==> src/hdl/e1mc_pkg.sv <==
// ****************************************************************
// Constants for the E1 maintenance control registers
// ****************************************************************
package e1mc_pkg;

  // Register addresses on the host port
  localparam logic [4:0] ADDR_ERR_DBNC = 5'h10;
  localparam logic [4:0] ADDR_ACCESS = 5'h13;
  localparam logic [4:0] ADDR_JITTER = 5'h18;

  // Reset value shared by every field
  localparam logic [7:0] REG_RESET = 8'h00;

  // Error insertion and debounce register fields
  localparam int ERR_BPV_BIT = 7;
  localparam int ERR_CRC_BIT = 6;
  localparam int ERR_FAS_BIT = 5;
  localparam int ERR_NFAS_BIT = 4;
  localparam int ERR_FLOS_BIT = 3;
  localparam int ERR_PAY_BIT = 2;
  localparam int ERR_DBNC_BIT = 0;
  localparam logic [7:0] ERR_MASK = 8'hFD;

  // Access control register fields
  localparam int ACC_LOSSEL_BIT = 2;
  localparam int ACC_SEQ_BIT = 1;
  localparam int ACC_FP_BIT = 0;
  localparam logic [7:0] ACC_MASK = 8'h07;

  // Jitter attenuator control register fields
  localparam int JA_EN_BIT = 7;
  localparam int JA_DIR_BIT = 6;
  localparam int JA_CTR_BIT = 5;
  localparam int JA_DEPTH_LSB = 2;
  localparam int JA_DEPTH_W = 3;
  localparam int JA_CLR_BIT = 1;
  localparam logic [7:0] JA_MASK = 8'hFE;

  // FIFO depth grows in steps of 16 words, i.e. a shift of 4
  localparam int DEPTH_STEP_SHIFT = 4;

  // Signalling debounce timing
  localparam int CLK_KHZ = 125000;
  localparam int DEBOUNCE_MS = 14;
  localparam int DEBOUNCE_SLACK_MS = 2;
  localparam int DEBOUNCE_CYCLES = DEBOUNCE_MS * CLK_KHZ;
  localparam int DEBOUNCE_CNT_W = 21;

  // Signalling bits per time slot
  localparam int SIG_W = 4;

  // Host port sequencer states
  typedef enum logic [2:0] {
    BUS_IDLE = 3'b001,
    BUS_READ = 3'b010,
    BUS_WRITE = 3'b100
  } e1mc_bus_state_type;

endpackage

==> src/hdl/e1mc_sig_if.sv <==
`timescale 1ns/1ps
// ****************************************************************
// Link between the register bank and the signalling debouncer
// ****************************************************************
interface e1mc_sig_if #(
  parameter int W = 4
) ();
  logic enable;
  logic [W-1:0] raw;
  logic [W-1:0] filtered;

  // Register bank side
  modport ctrl (output enable, output raw, input filtered);
  // Debouncer side
  modport filt (input enable, input raw, output filtered);
endinterface

==> src/hdl/e1mc_sig_debounce.sv <==
`timescale 1ns/1ps
// ****************************************************************
// Received signalling debouncer
// ****************************************************************
module e1mc_sig_debounce #(
  parameter int W = 4,
  parameter int CNT_W = 21,
  parameter logic [CNT_W-1:0] LIMIT = 21'd1750000
) (
  // Clock and reset
  input wire logic clk,
  input wire logic sys_rst,
  input wire logic clk_en,
  // Signalling link
  e1mc_sig_if.filt sig
);

  logic [W-1:0] cand;
  logic [W-1:0] next_cand;
  logic [W-1:0] filt_q;
  logic [W-1:0] next_filt_q;
  logic [CNT_W-1:0] cnt;
  logic [CNT_W-1:0] next_cnt;

  // A change must stay put for the whole period before it passes
  always_comb begin
    next_cand = cand;
    next_filt_q = filt_q;
    next_cnt = cnt;
    if (!sig.enable) begin
      next_cand = sig.raw;
      next_filt_q = sig.raw;
      next_cnt = '0;
    end else if (sig.raw != cand) begin
      next_cand = sig.raw;
      next_cnt = '0;
    end else if (cand != filt_q) begin
      if (cnt >= LIMIT - 1'b1) begin
        next_filt_q = cand;
        next_cnt = '0;
      end else begin
        next_cnt = cnt + 1'b1;
      end
    end else begin
      next_cnt = '0;
    end
  end

  // State registers
  always_ff @(posedge clk or posedge sys_rst) begin
    if (sys_rst) begin
      cand <= '0;
      filt_q <= '0;
      cnt <= '0;
    end else if (clk_en) begin
      cand <= next_cand;
      filt_q <= next_filt_q;
      cnt <= next_cnt;
    end
  end

  assign sig.filtered = filt_q;

endmodule

==> src/hdl/e1mc_maint_ctrl.sv <==
`timescale 1ns/1ps
module e1mc_maint_ctrl #(
  parameter int SIG_W = e1mc_pkg::SIG_W,
  parameter int DEBOUNCE_CYCLES = e1mc_pkg::DEBOUNCE_CYCLES
) (
  // Clock, reset and clock enable
  input wire logic clk,
  input wire logic sys_rst,
  input wire logic clk_en,
  // Host microprocessor port
  input wire logic host_cs_n,
  input wire logic host_rd_n,
  input wire logic host_wr_n,
  input wire logic [4:0] host_addr,
  input wire logic [7:0] host_data_in,
  output logic [7:0] host_data_out,
  output logic host_data_oe,
  // Framer status inputs
  input wire logic line_loss_state,
  input wire logic frame_align_lost,
  input wire logic [SIG_W-1:0] sig_raw,
  // Transmit error insertion
  output logic bipolar_violation_insert,
  output logic crc_error_insert,
  output logic frame_align_error_insert,
  output logic nonframe_align_error_insert,
  output logic payload_error_insert,
  output logic forced_loss_of_signal,
  // Signalling and access control
  output logic signalling_debounce_select,
  output logic [SIG_W-1:0] sig_debounced,
  output logic loss_indicator_output,
  output logic test_sequence_select,
  output logic prbs_reset,
  output logic frame_pulse_format_select,
  // Jitter attenuator control
  output logic jitter_atten_tx_active,
  output logic jitter_atten_rx_active,
  output logic jitter_fifo_centre,
  output logic [7:0] jitter_fifo_depth,
  output logic jitter_atten_clear
);

  // ****************************************************************
  // Pin synchronisers
  // ****************************************************************

  localparam int PIN_W = 16;
  // Count limit cut on purpose to the debouncer counter width
  localparam int DBNC_W = e1mc_pkg::DEBOUNCE_CNT_W;
  localparam logic [DBNC_W-1:0] DBNC_LIMIT = DBNC_W'(DEBOUNCE_CYCLES);

  logic [PIN_W-1:0] pin_s1;
  logic [PIN_W-1:0] pin_s2;
  logic [PIN_W-1:0] pin_s3;
  logic [PIN_W-1:0] pin_q;
  logic [PIN_W-1:0] next_pin_q;
  logic [PIN_W-1:0] pin_raw;

  assign pin_raw = {~host_cs_n, ~host_rd_n, ~host_wr_n, host_addr, host_data_in};

  // A pin change counts once stages two and three agree
  always_comb begin
    next_pin_q = pin_q;
    for (int i = 0; i < PIN_W; i++) begin
      if (pin_s2[i] == pin_s3[i]) begin
        next_pin_q[i] = pin_s3[i];
      end
    end
  end

  // Three stage shift and the settled copy
  always_ff @(posedge clk or posedge sys_rst) begin
    if (sys_rst) begin
      pin_s1 <= '0;
      pin_s2 <= '0;
      pin_s3 <= '0;
      pin_q <= '0;
    end else if (clk_en) begin
      pin_s1 <= pin_raw;
      pin_s2 <= pin_s1;
      pin_s3 <= pin_s2;
      pin_q <= next_pin_q;
    end
  end

  logic cs_act;
  logic rd_act;
  logic wr_act;
  logic [4:0] addr_q;
  logic [7:0] wdata_q;

  assign cs_act = pin_q[15];
  assign rd_act = pin_q[14];
  assign wr_act = pin_q[13];
  assign addr_q = pin_q[12:8];
  assign wdata_q = pin_q[7:0];

  // ****************************************************************
  // Host port sequencer and register bank
  // ****************************************************************

  e1mc_pkg::e1mc_bus_state_type bus_state;
  e1mc_pkg::e1mc_bus_state_type next_bus_state;
  logic [7:0] reg_err;
  logic [7:0] next_reg_err;
  logic [7:0] reg_acc;
  logic [7:0] next_reg_acc;
  logic [7:0] reg_ja;
  logic [7:0] next_reg_ja;
  logic [7:0] next_data_out;
  logic next_data_oe;
  logic [7:0] err_rise;
  logic next_prbs_reset;
  logic next_centre;
  logic [7:0] rd_mux;

  // Read multiplexer, unmapped addresses and unused bits read zero
  always_comb begin
    rd_mux = 8'h00;
    unique case (addr_q)
      e1mc_pkg::ADDR_ERR_DBNC: rd_mux = reg_err;
      e1mc_pkg::ADDR_ACCESS: rd_mux = reg_acc;
      e1mc_pkg::ADDR_JITTER: rd_mux = reg_ja;
      default: rd_mux = 8'h00;
    endcase
  end

  // One register update per strobe, insert bits flagged on 0 to 1
  always_comb begin
    next_bus_state = bus_state;
    next_reg_err = reg_err;
    next_reg_acc = reg_acc;
    next_reg_ja = reg_ja;
    next_data_out = host_data_out;
    next_data_oe = host_data_oe;
    err_rise = 8'h00;
    next_prbs_reset = 1'b0;
    next_centre = 1'b0;
    unique case (bus_state)
      e1mc_pkg::BUS_IDLE: begin
        if (cs_act && wr_act) begin
          next_bus_state = e1mc_pkg::BUS_WRITE;
          unique case (addr_q)
            e1mc_pkg::ADDR_ERR_DBNC: begin
              next_reg_err = wdata_q & e1mc_pkg::ERR_MASK;
              err_rise = next_reg_err & ~reg_err;
            end
            e1mc_pkg::ADDR_ACCESS: begin
              next_reg_acc = wdata_q & e1mc_pkg::ACC_MASK;
              next_prbs_reset = wdata_q[e1mc_pkg::ACC_SEQ_BIT];
            end
            e1mc_pkg::ADDR_JITTER: begin
              next_reg_ja = wdata_q & e1mc_pkg::JA_MASK;
              next_centre = wdata_q[e1mc_pkg::JA_CTR_BIT] ^
                            reg_ja[e1mc_pkg::JA_CTR_BIT];
            end
            default: begin
              next_reg_err = reg_err;
            end
          endcase
        end else if (cs_act && rd_act) begin
          next_bus_state = e1mc_pkg::BUS_READ;
          next_data_out = rd_mux;
          next_data_oe = 1'b1;
        end
      end
      e1mc_pkg::BUS_READ: begin
        next_data_out = rd_mux;
        if (!(cs_act && rd_act)) begin
          next_bus_state = e1mc_pkg::BUS_IDLE;
          next_data_oe = 1'b0;
        end
      end
      e1mc_pkg::BUS_WRITE: begin
        if (!(cs_act && wr_act)) begin
          next_bus_state = e1mc_pkg::BUS_IDLE;
        end
      end
    endcase
  end

  // Register bank and host port outputs
  always_ff @(posedge clk or posedge sys_rst) begin
    if (sys_rst) begin
      bus_state <= e1mc_pkg::BUS_IDLE;
      reg_err <= e1mc_pkg::REG_RESET;
      reg_acc <= e1mc_pkg::REG_RESET;
      reg_ja <= e1mc_pkg::REG_RESET;
      host_data_out <= 8'h00;
      host_data_oe <= 1'b0;
    end else if (clk_en) begin
      bus_state <= next_bus_state;
      reg_err <= next_reg_err;
      reg_acc <= next_reg_acc;
      reg_ja <= next_reg_ja;
      host_data_out <= next_data_out;
      host_data_oe <= next_data_oe;
    end
  end

  // ****************************************************************
  // Signalling debounce
  // ****************************************************************

  e1mc_sig_if #(.W(SIG_W)) sig_link ();

  // The filter period is a fixed DBNC_LIMIT clock count, with no multiframe alignment
  assign sig_link.enable = reg_err[e1mc_pkg::ERR_DBNC_BIT];
  assign sig_link.raw = sig_raw;
  assign sig_debounced = sig_link.filtered;

  e1mc_sig_debounce #(
    .W(SIG_W),
    .CNT_W(e1mc_pkg::DEBOUNCE_CNT_W),
    .LIMIT(DBNC_LIMIT)
  ) u_debounce (
    .clk(clk),
    .sys_rst(sys_rst),
    .clk_en(clk_en),
    .sig(sig_link.filt)
  );

  // ****************************************************************
  // Control outputs
  // ****************************************************************

  localparam int JA_DEPTH_W_L = e1mc_pkg::JA_DEPTH_W;

  logic next_loss_ind;
  logic [JA_DEPTH_W_L-1:0] depth_code;
  logic [7:0] next_depth;

  assign depth_code = reg_ja[e1mc_pkg::JA_DEPTH_LSB +: JA_DEPTH_W_L];

  // Loss indicator choice and FIFO depth in words
  always_comb begin
    if (reg_acc[e1mc_pkg::ACC_LOSSEL_BIT]) begin
      next_loss_ind = line_loss_state;
    end else begin
      next_loss_ind = line_loss_state | frame_align_lost;
    end
    next_depth = 8'(({5'h00, depth_code} + 8'h01) << e1mc_pkg::DEPTH_STEP_SHIFT);
  end

  // Output flops, insert strobes last exactly one cycle
  always_ff @(posedge clk or posedge sys_rst) begin
    if (sys_rst) begin
      bipolar_violation_insert <= 1'b0;
      crc_error_insert <= 1'b0;
      frame_align_error_insert <= 1'b0;
      nonframe_align_error_insert <= 1'b0;
      payload_error_insert <= 1'b0;
      forced_loss_of_signal <= 1'b0;
      signalling_debounce_select <= 1'b0;
      loss_indicator_output <= 1'b0;
      test_sequence_select <= 1'b0;
      prbs_reset <= 1'b0;
      frame_pulse_format_select <= 1'b0;
      jitter_atten_tx_active <= 1'b0;
      jitter_atten_rx_active <= 1'b0;
      jitter_fifo_centre <= 1'b0;
      jitter_fifo_depth <= 8'h00;
      jitter_atten_clear <= 1'b0;
    end else if (clk_en) begin
      bipolar_violation_insert <= err_rise[e1mc_pkg::ERR_BPV_BIT];
      crc_error_insert <= err_rise[e1mc_pkg::ERR_CRC_BIT];
      frame_align_error_insert <= err_rise[e1mc_pkg::ERR_FAS_BIT];
      nonframe_align_error_insert <= err_rise[e1mc_pkg::ERR_NFAS_BIT];
      payload_error_insert <= err_rise[e1mc_pkg::ERR_PAY_BIT];
      forced_loss_of_signal <= next_reg_err[e1mc_pkg::ERR_FLOS_BIT];
      signalling_debounce_select <= next_reg_err[e1mc_pkg::ERR_DBNC_BIT];
      loss_indicator_output <= next_loss_ind;
      test_sequence_select <= next_reg_acc[e1mc_pkg::ACC_SEQ_BIT];
      prbs_reset <= next_prbs_reset;
      frame_pulse_format_select <= next_reg_acc[e1mc_pkg::ACC_FP_BIT];
      jitter_atten_tx_active <= next_reg_ja[e1mc_pkg::JA_EN_BIT] &
                                next_reg_ja[e1mc_pkg::JA_DIR_BIT];
      jitter_atten_rx_active <= next_reg_ja[e1mc_pkg::JA_EN_BIT] &
                                ~next_reg_ja[e1mc_pkg::JA_DIR_BIT];
      jitter_fifo_centre <= next_centre;
      jitter_fifo_depth <= next_depth;
      jitter_atten_clear <= next_reg_ja[e1mc_pkg::JA_CLR_BIT];
    end
  end

endmodule

==> config.mk <==
export PLATFORM = sky130hd
export DESIGN_NAME = e1mc_maint_ctrl
export DESIGN_NICKNAME = d
export VERILOG_FILES = /design/src/hdl/e1mc_pkg.sv /design/src/hdl/e1mc_sig_if.sv /design/src/hdl/e1mc_sig_debounce.sv /design/src/hdl/e1mc_maint_ctrl.sv
export SDC_FILE = /design/constraint.sdc
export NUM_CORES = 1
export LEC_CHECK = 0
export BUFFER_PORTS_ARGS = -buffer_cell sky130_fd_sc_hd__buf_2
export CAP_MARGIN = 20
export CORE_ASPECT_RATIO = 0.8
export CORE_MARGIN = 10
export CORE_UTILIZATION = 60
export CTS_CLUSTER_DIAMETER = 50
export CTS_CLUSTER_SIZE = 12
export DETAILED_ROUTE_END_ITERATION = 12
export PLACE_DENSITY = 0.92
export SLEW_MARGIN = 20
export SYNTH_ARGS = -nofsm -noshare
export SYNTH_HDL_FRONTEND = slang
export SYNTH_SLANG_ARGS = --single-unit
==> constraint.sdc <==
create_clock -name clk -period 7.3 [get_ports clk]
set_input_delay 0.73 -clock clk [delete_from_list [all_inputs] [get_ports clk]]
set_output_delay 0.73 -clock clk [all_outputs]
set_load 0.01 [all_outputs]
### After elaboration in Yosys (flattened, before gate mapping)

Index checks and enable logic that the tools add are counted.

* bits in registers: 141
* input port bits: 25

* $add $sub $neg: 2
* $lt $le $gt $ge: 1
* equality and inequality tests: 33
* multiplexer cells: 42
* bitwise operators: 10
* reduce and logical (&&, ||, !) cells: 27

Operator list (count)
* 21-bit two-way mux: 4
* 8-bit two-way mux: 8
* 4-bit two-way mux: 9
* 2-bit AND reduction: 17
* 8-bit one-hot mux with 3 select lines: 1
* 4-bit AND reduction: 6
* 21-bit by 1-bit adder with 21-bit output (second input constant): 1
* 21-bit greater-or-equal comparator (second input constant): 1
* 1-bit equality test: 16
* 8-bit one-hot mux with 2 select lines: 1
* 5-bit equality test (second input constant): 3
* 3-bit two-way mux: 4
* 1-bit two-way mux: 10
* 2-bit != test (second input constant): 5
* 3-bit one-hot mux with 3 select lines: 1
* 8-bit bitwise AND: 1
* 4-bit != test: 2
* 8-bit inverter: 1
* 2-bit two-way mux: 3
* 2-bit by 1-bit != test with 1-bit output (second input constant): 3
* 5-bit AND reduction: 1
* 3-bit by 1-bit adder with 4-bit output (second input constant): 1
* 1-bit inverter: 4
* 3-bit by 1-bit equality test with 1-bit output (second input constant): 1
* other kinds (9): 11

### Logic depth before layout (Yosys ltp)

Gate-level depths: netlist (run 1).

* word-level depth: 6
* mapped depth: 8
* gate-level depth less buffers: 7

### Cells and area by module

A second synthesis (run 1) with hierarchy kept.

* cells, all modules: 570
* area total of the unflattened synthesis: 6286.0 um^2

By module, submodules not included
* e1mc_maint_ctrl: instances 1, cells each 390, area an instance 4566.9 um^2, seq. area each 2678.8 um^2
* e1mc_sig_debounce: instances 1, cells each 180, area an instance 1719.1 um^2, seq. area each 725.7 um^2

### Worst setup path before layout (run 1)

OpenSTA, ideal clock, no wires.

* path kind: in2reg
* start: input clk_en
* end: register reg_err[2]
* data arrival time: 2.091 ns
* required time: 7.175 ns
* slack: 5.084 ns
* stages on the path: 7
* buffers on the path: 2
* path through: buf_2 -> inv_2 -> or4_4 -> nor2_4 -> nand2_2 -> buf_6 -> mux2_4

* longest elaborated chain between the ends: 1

RTL lines
* start: declaration: RTL line e1mc_maint_ctrl.sv:9 `input wire logic clk_en,`
* 4-bit AND reduction (no source line)
* end signal: assignment: RTL line e1mc_maint_ctrl.sv:187 `reg_err <= e1mc_pkg::REG_RESET;`
* end signal: assignment: RTL line e1mc_maint_ctrl.sv:194 `reg_err <= next_reg_err;`
* end: declaration: RTL line e1mc_maint_ctrl.sv:105 `logic [7:0] reg_err;`

Every way passes these cells.
A chain may end at the register's enable or synchronous reset.

### Worst setup path after layout (run 1)

* start: register u_debounce.cnt[0]
* end: register u_debounce.cnt[17]

* longest elaborated chain between the ends: 5
* elaborated cells between the ends (all ways): 6

RTL lines
* start: declaration: RTL line e1mc_sig_debounce.sv:22 `logic [CNT_W-1:0] cnt;`
* start signal: assignment: RTL line e1mc_sig_debounce.sv:58 `cnt <= next_cnt;`
* 21-bit by 1-bit adder with 21-bit output or 21-bit greater-or-equal comparator (tied branches): RTL line e1mc_sig_debounce.sv:42, e1mc_sig_debounce.sv:38
* 21-bit two-way mux *: RTL line e1mc_sig_debounce.sv:38 `if (cnt >= LIMIT - 1'b1) begin`
* 21-bit two-way mux *: RTL line e1mc_sig_debounce.sv:37 `end else if (cand != filt_q) begin`
* 21-bit two-way mux *: RTL line e1mc_sig_debounce.sv:34 `end else if (sig.raw != cand) begin`
* 21-bit two-way mux *: RTL line e1mc_sig_debounce.sv:30 `if (!sig.enable) begin`

Mark *: on every way between the ends. The rest lies on a longest branch, timed or not.

==> impl_metrics.toml, run 1 <==
[power_and_ir_drop]
p_seq_frac = 0.444
vdd_drop_max_mv = 0.204
power_density_nw_per_um2 = 310
p_comb_frac = 0.125
p_sw_frac = 0.277
clockPowerShare = 0.431
leakage_nw = 3.29
internal_power_mw = 1.59
p_sw_mw = 0.611

[critical_path]
critPathSlowestCell = "a2111oi_4"
cp_max_fo = 31
reg2reg_to = "u_debounce.cnt[17]"
critical_path_class = "flop to flop"
crit_buf_inv = 0
regToRegStartpoint = "u_debounce.cnt[0]"
crit_path_end_kind = "flop"
r2r_slack_ns = 4.76
required_ns = 7.61
crit_chain = "ha_1 -> a21oi_1 -> o21bai_1 -> a2111oi_4 -> o21ai_4 -> or3b_1 -> o311ai_1"
start_kind = "flop"
reg2reg_depth = 7
crit_family = "compound AO/OA/AOI/OAI gates"
cpPeakStageDelay_ns = 0.53
crit_arrival_ns = 2.85

[final_layout]
nNetsFinal = 632
finalInstanceArea_sq_um = 7110
final-seq-area_sq_um = 3400
fillers = 634
multi_input_area_sq_um = 2490
area_growth_pct = 16.2
num_antenna_cells = 0
fin_cells = 754
drive_above_1_share = 0.251

[place]
dpl_cell_area_sq_um = 6450
dp_slack_ns = 4.59
hpwlAfterDp_mm = 8.98
numPortBuffers = 56
place_inst = 722
gp_congestion = 0.832

[die]
core-area_sq_um = 9810
die_x_microns = 133
rows = 32
dieArea_sq_um = 14700
ios = 61
die_y_microns = 110
start_util = 0.624

[sta]
setup_violations = 0
tightest_slew_ns = 1.08
slew_headroom = 0.277
tns_ns = 0
drv_slew = 0
fin_crit_sh = 0.348
fin_crit_ns = 2.54
setup_ws_ns = 4.76
fin_skew_ns = 0.00846
fmax_ghz = 0.394
report.final.hold_viol_count = 0
rsz0062_at_grt = "no"

[synth]
synth_top_area_frac = 0.552
synth-main-ff-cell = "dfrtp_1"
ys_top_cells_by_area = "dfrtp_1 (55%), mux2_2 (8.3%), o21ai_0 (5.6%)"
synth_area_leader_cell = "dfrtp_1"
synthCells = 557
ys_warn_count = 0
synth-seq-cells = 136
synthMostInstantiatedCell = "dfrtp_1"
ys_types = 58
synth-edff-count = 0
netlist_area_sq_um = 6120
syn_avg_cell_area_sq_um = 11.0
async_flop_share = 1.00
ys_seq_area_frac = 0.556
synth_common_cells = "dfrtp_1 (135), o21ai_0 (69), nand2_1 (46)"

[run]
cap_violations = 0

[detailed_routing]
drcViolationCount = 0
drt-initial-drc-count = 616
first_pass_iters = 5
antenna_left = 0
post_drt_wl_per_cell_microns = 19.7
drt-total-wl_mm = 14.8
via_count = 4672
routed_via_density = 6.20

[global_route]
grt_pass1_wl_mm = 24.3
grt_max_degree = 106
grt_overflow = 0
grt_pass1_vias = 4711
antenna_found_initial = 0
grtUsageTotal = 0.208

[cts]
htree_levels = 4
hold_buffers = 0
clock-sinks = 136
cts_buffers = 17
ctsResizeCount = 0
clk-insertion-delay-late_ns = 0.43
cts.clk_slew.worst_paths_ns = 0.06
cts_setup_buffers = 0
cts-root-buf = "clkbuf_16"
cts_tree = "done"
clk_path_buf_depth = 2

[outcome]
status = "complete, no violations"

[min_path]
min_path_type = "input pin to asynchronous set/reset pin"
==> metrics by stage <==
step	hold WS, ns	utilization	power, mW
global placement	0.455	0.658	1.21
finish	0.475	0.725	2.20
global route	0.474	0.725	2.29
CTS	0.469	0.724	2.20
floorplan	0.448	-	1.15
detailed placement	0.468	0.658	1.25
==> cells in the final DEF, fill, tap and decap left out, drive strengths merged, types with 3 or more instances in the layout <==
master / n
a21o: 9
a21oi: 32
a22o: 6
and3: 8
buf: 58
bufinv: 5
clkbuf: 20
clkinv: 3
clkinvlp: 3
conb: 4
dfrtp: 135
inv: 27
mux2: 50
mux2i: 9
nand2: 47
nand2b: 10
nand3: 6
nand4: 6
nor2: 25
nor2b: 3
nor3: 8
nor3b: 4
nor4: 6
o211ai: 4
o21ai: 72
o221a: 4
o22a: 6
o2bb2ai: 8
o31ai: 7
xnor2: 6
xor2: 4
==> power by group through the flow <==
stage / sequential (mW) / clock (mW) / combinational [mW]
floorplan: 0.930 / 0 / 0.220
global placement: 0.966 / 0 / 0.246
detailed placement: 0.980 / 0 / 0.266
CTS: 0.972 / 0.951 / 0.276
global route: 0.990 / 0.988 / 0.310
finish: 0.978 / 0.950 / 0.276
==> cell families (layout without fill, tap and decap cells) <==
logic type	Yosys count	in the layout	synth area share
other	1	4	0.000613
flip-flops	136	136	0.556
multiplexers	59	59	0.110
buffers and inverters	58	116	0.0403
AND/OR/NAND/NOR	129	129	0.106
XOR/XNOR	10	10	0.0143
AO/OA/AOI/OAI	162	162	0.169
adder cells (fa/ha/maj)	2	2	0.00409
==> worst max-delay path by stage <==
stage,start,end,slack [ns],depth (start not counted)
5_1_grt,u_debounce.cnt[0],u_debounce.cnt[17],4.63,7
3_5_place_dp,clk_en,reg_err[4],4.59,6
6_report,u_debounce.cnt[0],u_debounce.cnt[17],4.76,7
3_3_place_gp,clk_en,reg_err[4],4.63,6
2_1_floorplan,sys_rst,bipolar_violation_insert,2.93,1
4_1_cts,u_debounce.cnt[0],u_debounce.cnt[10],4.66,7
==> routing by layer <==
metal,wire length [microns],share of wire,GRT usage
met5,0,0,0
met4,537,0.036,0.103
met3,1130,0.076,0.0524
met2,7040,0.48,0.339
met1,6120,0.41,0.257
==> sequential cells by signal, summed over array words and instances (netlist names) <==
register and flops:
pin_s1 16, u_debounce.cand 4, host_data_oe 1, u_debounce.cnt 21, pin_q 16, reg_ja 7
pin_s2 16, jitter_fifo_depth 4, crc_error_insert 1, jitter_fifo_centre 1, bipolar_violation_insert 1, reg_err 7
loss_indicator_output 1, jitter_atten_tx_active 1, reg_acc 3, host_data_out 8, frame_align_error_insert 1, u_debounce.sig.filtered 4
payload_error_insert 1, pin_s3 16, bus_state 3, nonframe_align_error_insert 1, prbs_reset 1, jitter_atten_rx_active 1
==> cell type report <==
type,count,area share
Clock buffer,20,0.0642
Clock inverter,12,0.0276
Inverter,26,0.0141
Multi-Input combinational cell,366,0.350
Sequential cell,136,0.479
Tap cell,136,0.0239
Timing Repair Buffer,58,0.0419
No activity file was read; power rests on OpenSTA's default activity.
==> run 2, diff against run 1 <==
--- a/config.mk
+++ b/config.mk
@@ -9,11 +9,11 @@
 export CAP_MARGIN = 20
 export CORE_ASPECT_RATIO = 0.8
 export CORE_MARGIN = 10
-export CORE_UTILIZATION = 60
+export CORE_UTILIZATION = 59
 export CTS_CLUSTER_DIAMETER = 50
 export CTS_CLUSTER_SIZE = 12
 export DETAILED_ROUTE_END_ITERATION = 12
-export PLACE_DENSITY = 0.92
+export PLACE_DENSITY = 0.91
 export SLEW_MARGIN = 20
 export SYNTH_ARGS = -nofsm -noshare
 export SYNTH_HDL_FRONTEND = slang
==> constraint.sdc (replaced) <==
create_clock -name clk -period 2.63 [get_ports clk]
set_input_delay 0.263 -clock clk [delete_from_list [all_inputs] [get_ports clk]]
set_output_delay 0.263 -clock clk [all_outputs]
set_load 0.01 [all_outputs]
==> run 2 against run 1 <==
  * Sequential cell count unchanged
  * Via count down 0.28%
  * Worst hold slack worse by 0.46 ns
  * First-iteration DRC count down 16%
  * Clock power rose to 2.5 times the previous value
  * Sequential share of layout area down 0.16 points
  * Combinational power rose to 2.8 times the previous value
  * Final cell count up 1.5%
  * Wire length down 1.5%
  * Count of clock-buffer cells in the layout unchanged
  * Sequential power rose to 2.8 times the previous value
  * Critical path type unchanged
  * Largest power group unchanged
==> impl_metrics.toml, run 2 (synthesis results as in run 1) <==
[outcome]
status = "complete, no violations"

[sta]
slew_headroom = 0.405
tns_ns = 0
setup_ws_ns = 0.375
report.final.hold_viol_count = 0
rsz0062_at_grt = "no"
fin_crit_sh = 0.858
fin_skew_ns = 0.00574
drv_slew = 0
fmax_ghz = 0.443
fin_crit_ns = 2.26
tightest_slew_ns = 0.892
setup_violations = 0

[min_path]
worst_hold_startpoint = "host_wr_n"
min_path_cells = 2
min_path_type = "input pin to flop"

[global_route]
busiest_layer = "met2"
grt_max_degree = 91
grt_use_met1 = 0.234
grt_pass1_vias = 4819
met2_usage = 0.320
grt_use_met3 = 0.0602
grt_pass1_wl_mm = 23.9
grtUsageTotal = 0.197
grt_overflow = 0
antenna_found_initial = 0

[detailed_routing]
drt-initial-drc-count = 515
first_pass_iters = 5
drcViolationCount = 0
routed_via_density = 6.09
via_count = 4659
drt-total-wl_mm = 14.6
post_drt_wl_per_cell_microns = 19.1
antenna_left = 0

[final_layout]
finalInstanceArea_sq_um = 7140
max_flop_register = "u_debounce.cnt"
drive_above_1_share = 0.258
largest_register_ff_count = 21
layout_commonest_cell = "dfrtp_1"
area_growth_pct = 16.6
nNetsFinal = 639
num_antenna_cells = 0
utilization = 0.700
fin_cells = 765
mostFrequentLayoutCells = "dfrtp_1 (135), o21ai_0 (69), buf_2 (55)"

[critical_path]
start_kind = "flop"
critical_path_class = "flop to flop"
r2r_slack_ns = 0.37
required_ns = 2.99
reg2reg_depth = 8
crit_arrival_ns = 2.61
regToRegStartpoint = "u_debounce.cnt[0]"
cp_max_fo = 24
crit_start = "u_debounce.cnt[0]"
crit_path_end_kind = "flop"

[die]
dieArea_sq_um = 14900
die_x_microns = 134
die_y_microns = 111
rows = 33
ios = 61
start_util = 0.600
core-area_sq_um = 10200

[place]
dp_slack_ns = 0.140
hpwlAfterDp_mm = 9.11
numPortBuffers = 56
dpl_cell_area_sq_um = 6510
gp_congestion = 0.848
place_inst = 731

[power_and_ir_drop]
p_sw_frac = 0.286
clockPowerShare = 0.409
leakage_nw = 3.29
p_sw_mw = 1.69
p_seq_frac = 0.458
internal_power_mw = 4.23
p_comb_frac = 0.133
power_density_nw_per_um2 = 830
vdd_drop_max_mv = 0.702

[cts]
cts-root-buf = "clkbuf_16"
ctsResizeCount = 0
cts.clk_slew.worst_paths_ns = 0.06
clk_path_buf_depth = 2
cts_buffers = 17
clock-sinks = 136
htree_levels = 4
clk-insertion-delay-late_ns = 0.42
cts_tree = "done"

[run]
cap_violations = 0
==> run 2: layout make-up <==
cell class	instances	area, sq um
Clock buffer	20	457
Clock inverter	12	150
Fill cell	689	3060
Inverter	26	101
Multi-Input combinational cell	366	2480
Sequential cell	136	3400
Tap cell	140	175
Timing Repair Buffer	65	369
==> run 2: timing repair <==
item                      in CTS  in global routing
buffers inserted               0                  0
hold buffers                   1                  0
hold endpoints to repair      24                  0
==> run 2: worst paths after layout <==
check                                endpoint
setup / recovery           u_debounce.cnt[13]
hold / removal                     pin_s1[13]
setup reg to reg           u_debounce.cnt[13]
hold reg to reg              host_data_out[7]
max in group asynchronous    host_data_out[0]
min in group asynchronous          pin_s2[10]
==> run 2: stage by stage <==
| step | hold slack (ns) | total power, mW |
|---|---|---|
| 2_1_floorplan | 0.352 | 3.19 |
| 3_3_place_gp | 0.344 | 3.38 |
| 3_5_place_dp | 0.352 | 3.47 |
| 4_1_cts | 0.0127 | 5.93 |
| 5_1_grt | 0.0269 | 6.17 |
| 6_report | 0.0184 | 5.93 |
==> run 2: power by group through the flow <==
stage / clock [mW] / sequential (mW) / combinational, mW
finish: 2.42 / 2.72 / 0.786
floorplan: 0 / 2.58 / 0.611
global placement: 0 / 2.68 / 0.693
CTS: 2.44 / 2.70 / 0.787
global route: 2.55 / 2.75 / 0.875
detailed placement: 0 / 2.71 / 0.753
==> run 2: layer usage <==
metal / part of all wire / up-vias / wire length (microns)
li1: - / 2097 / -
met1: 0.41 / 2338 / 6010
met2: 0.49 / 186 / 7210
met3: 0.070 / 38 / 1030
met4: 0.025 / 0 / 361
met5: 0 / - / 0
==> run 2: critical path: stages (launching register included) <==
cell and delay (ns):
dfrtp_1 0.43, ha_1 0.27, a21oi_1 0.13, o21bai_1 0.11, a2111oi_4 0.47, o21ai_2 0.19, buf_6 0.21, nor4_1 0.27
a21o_1 0.12
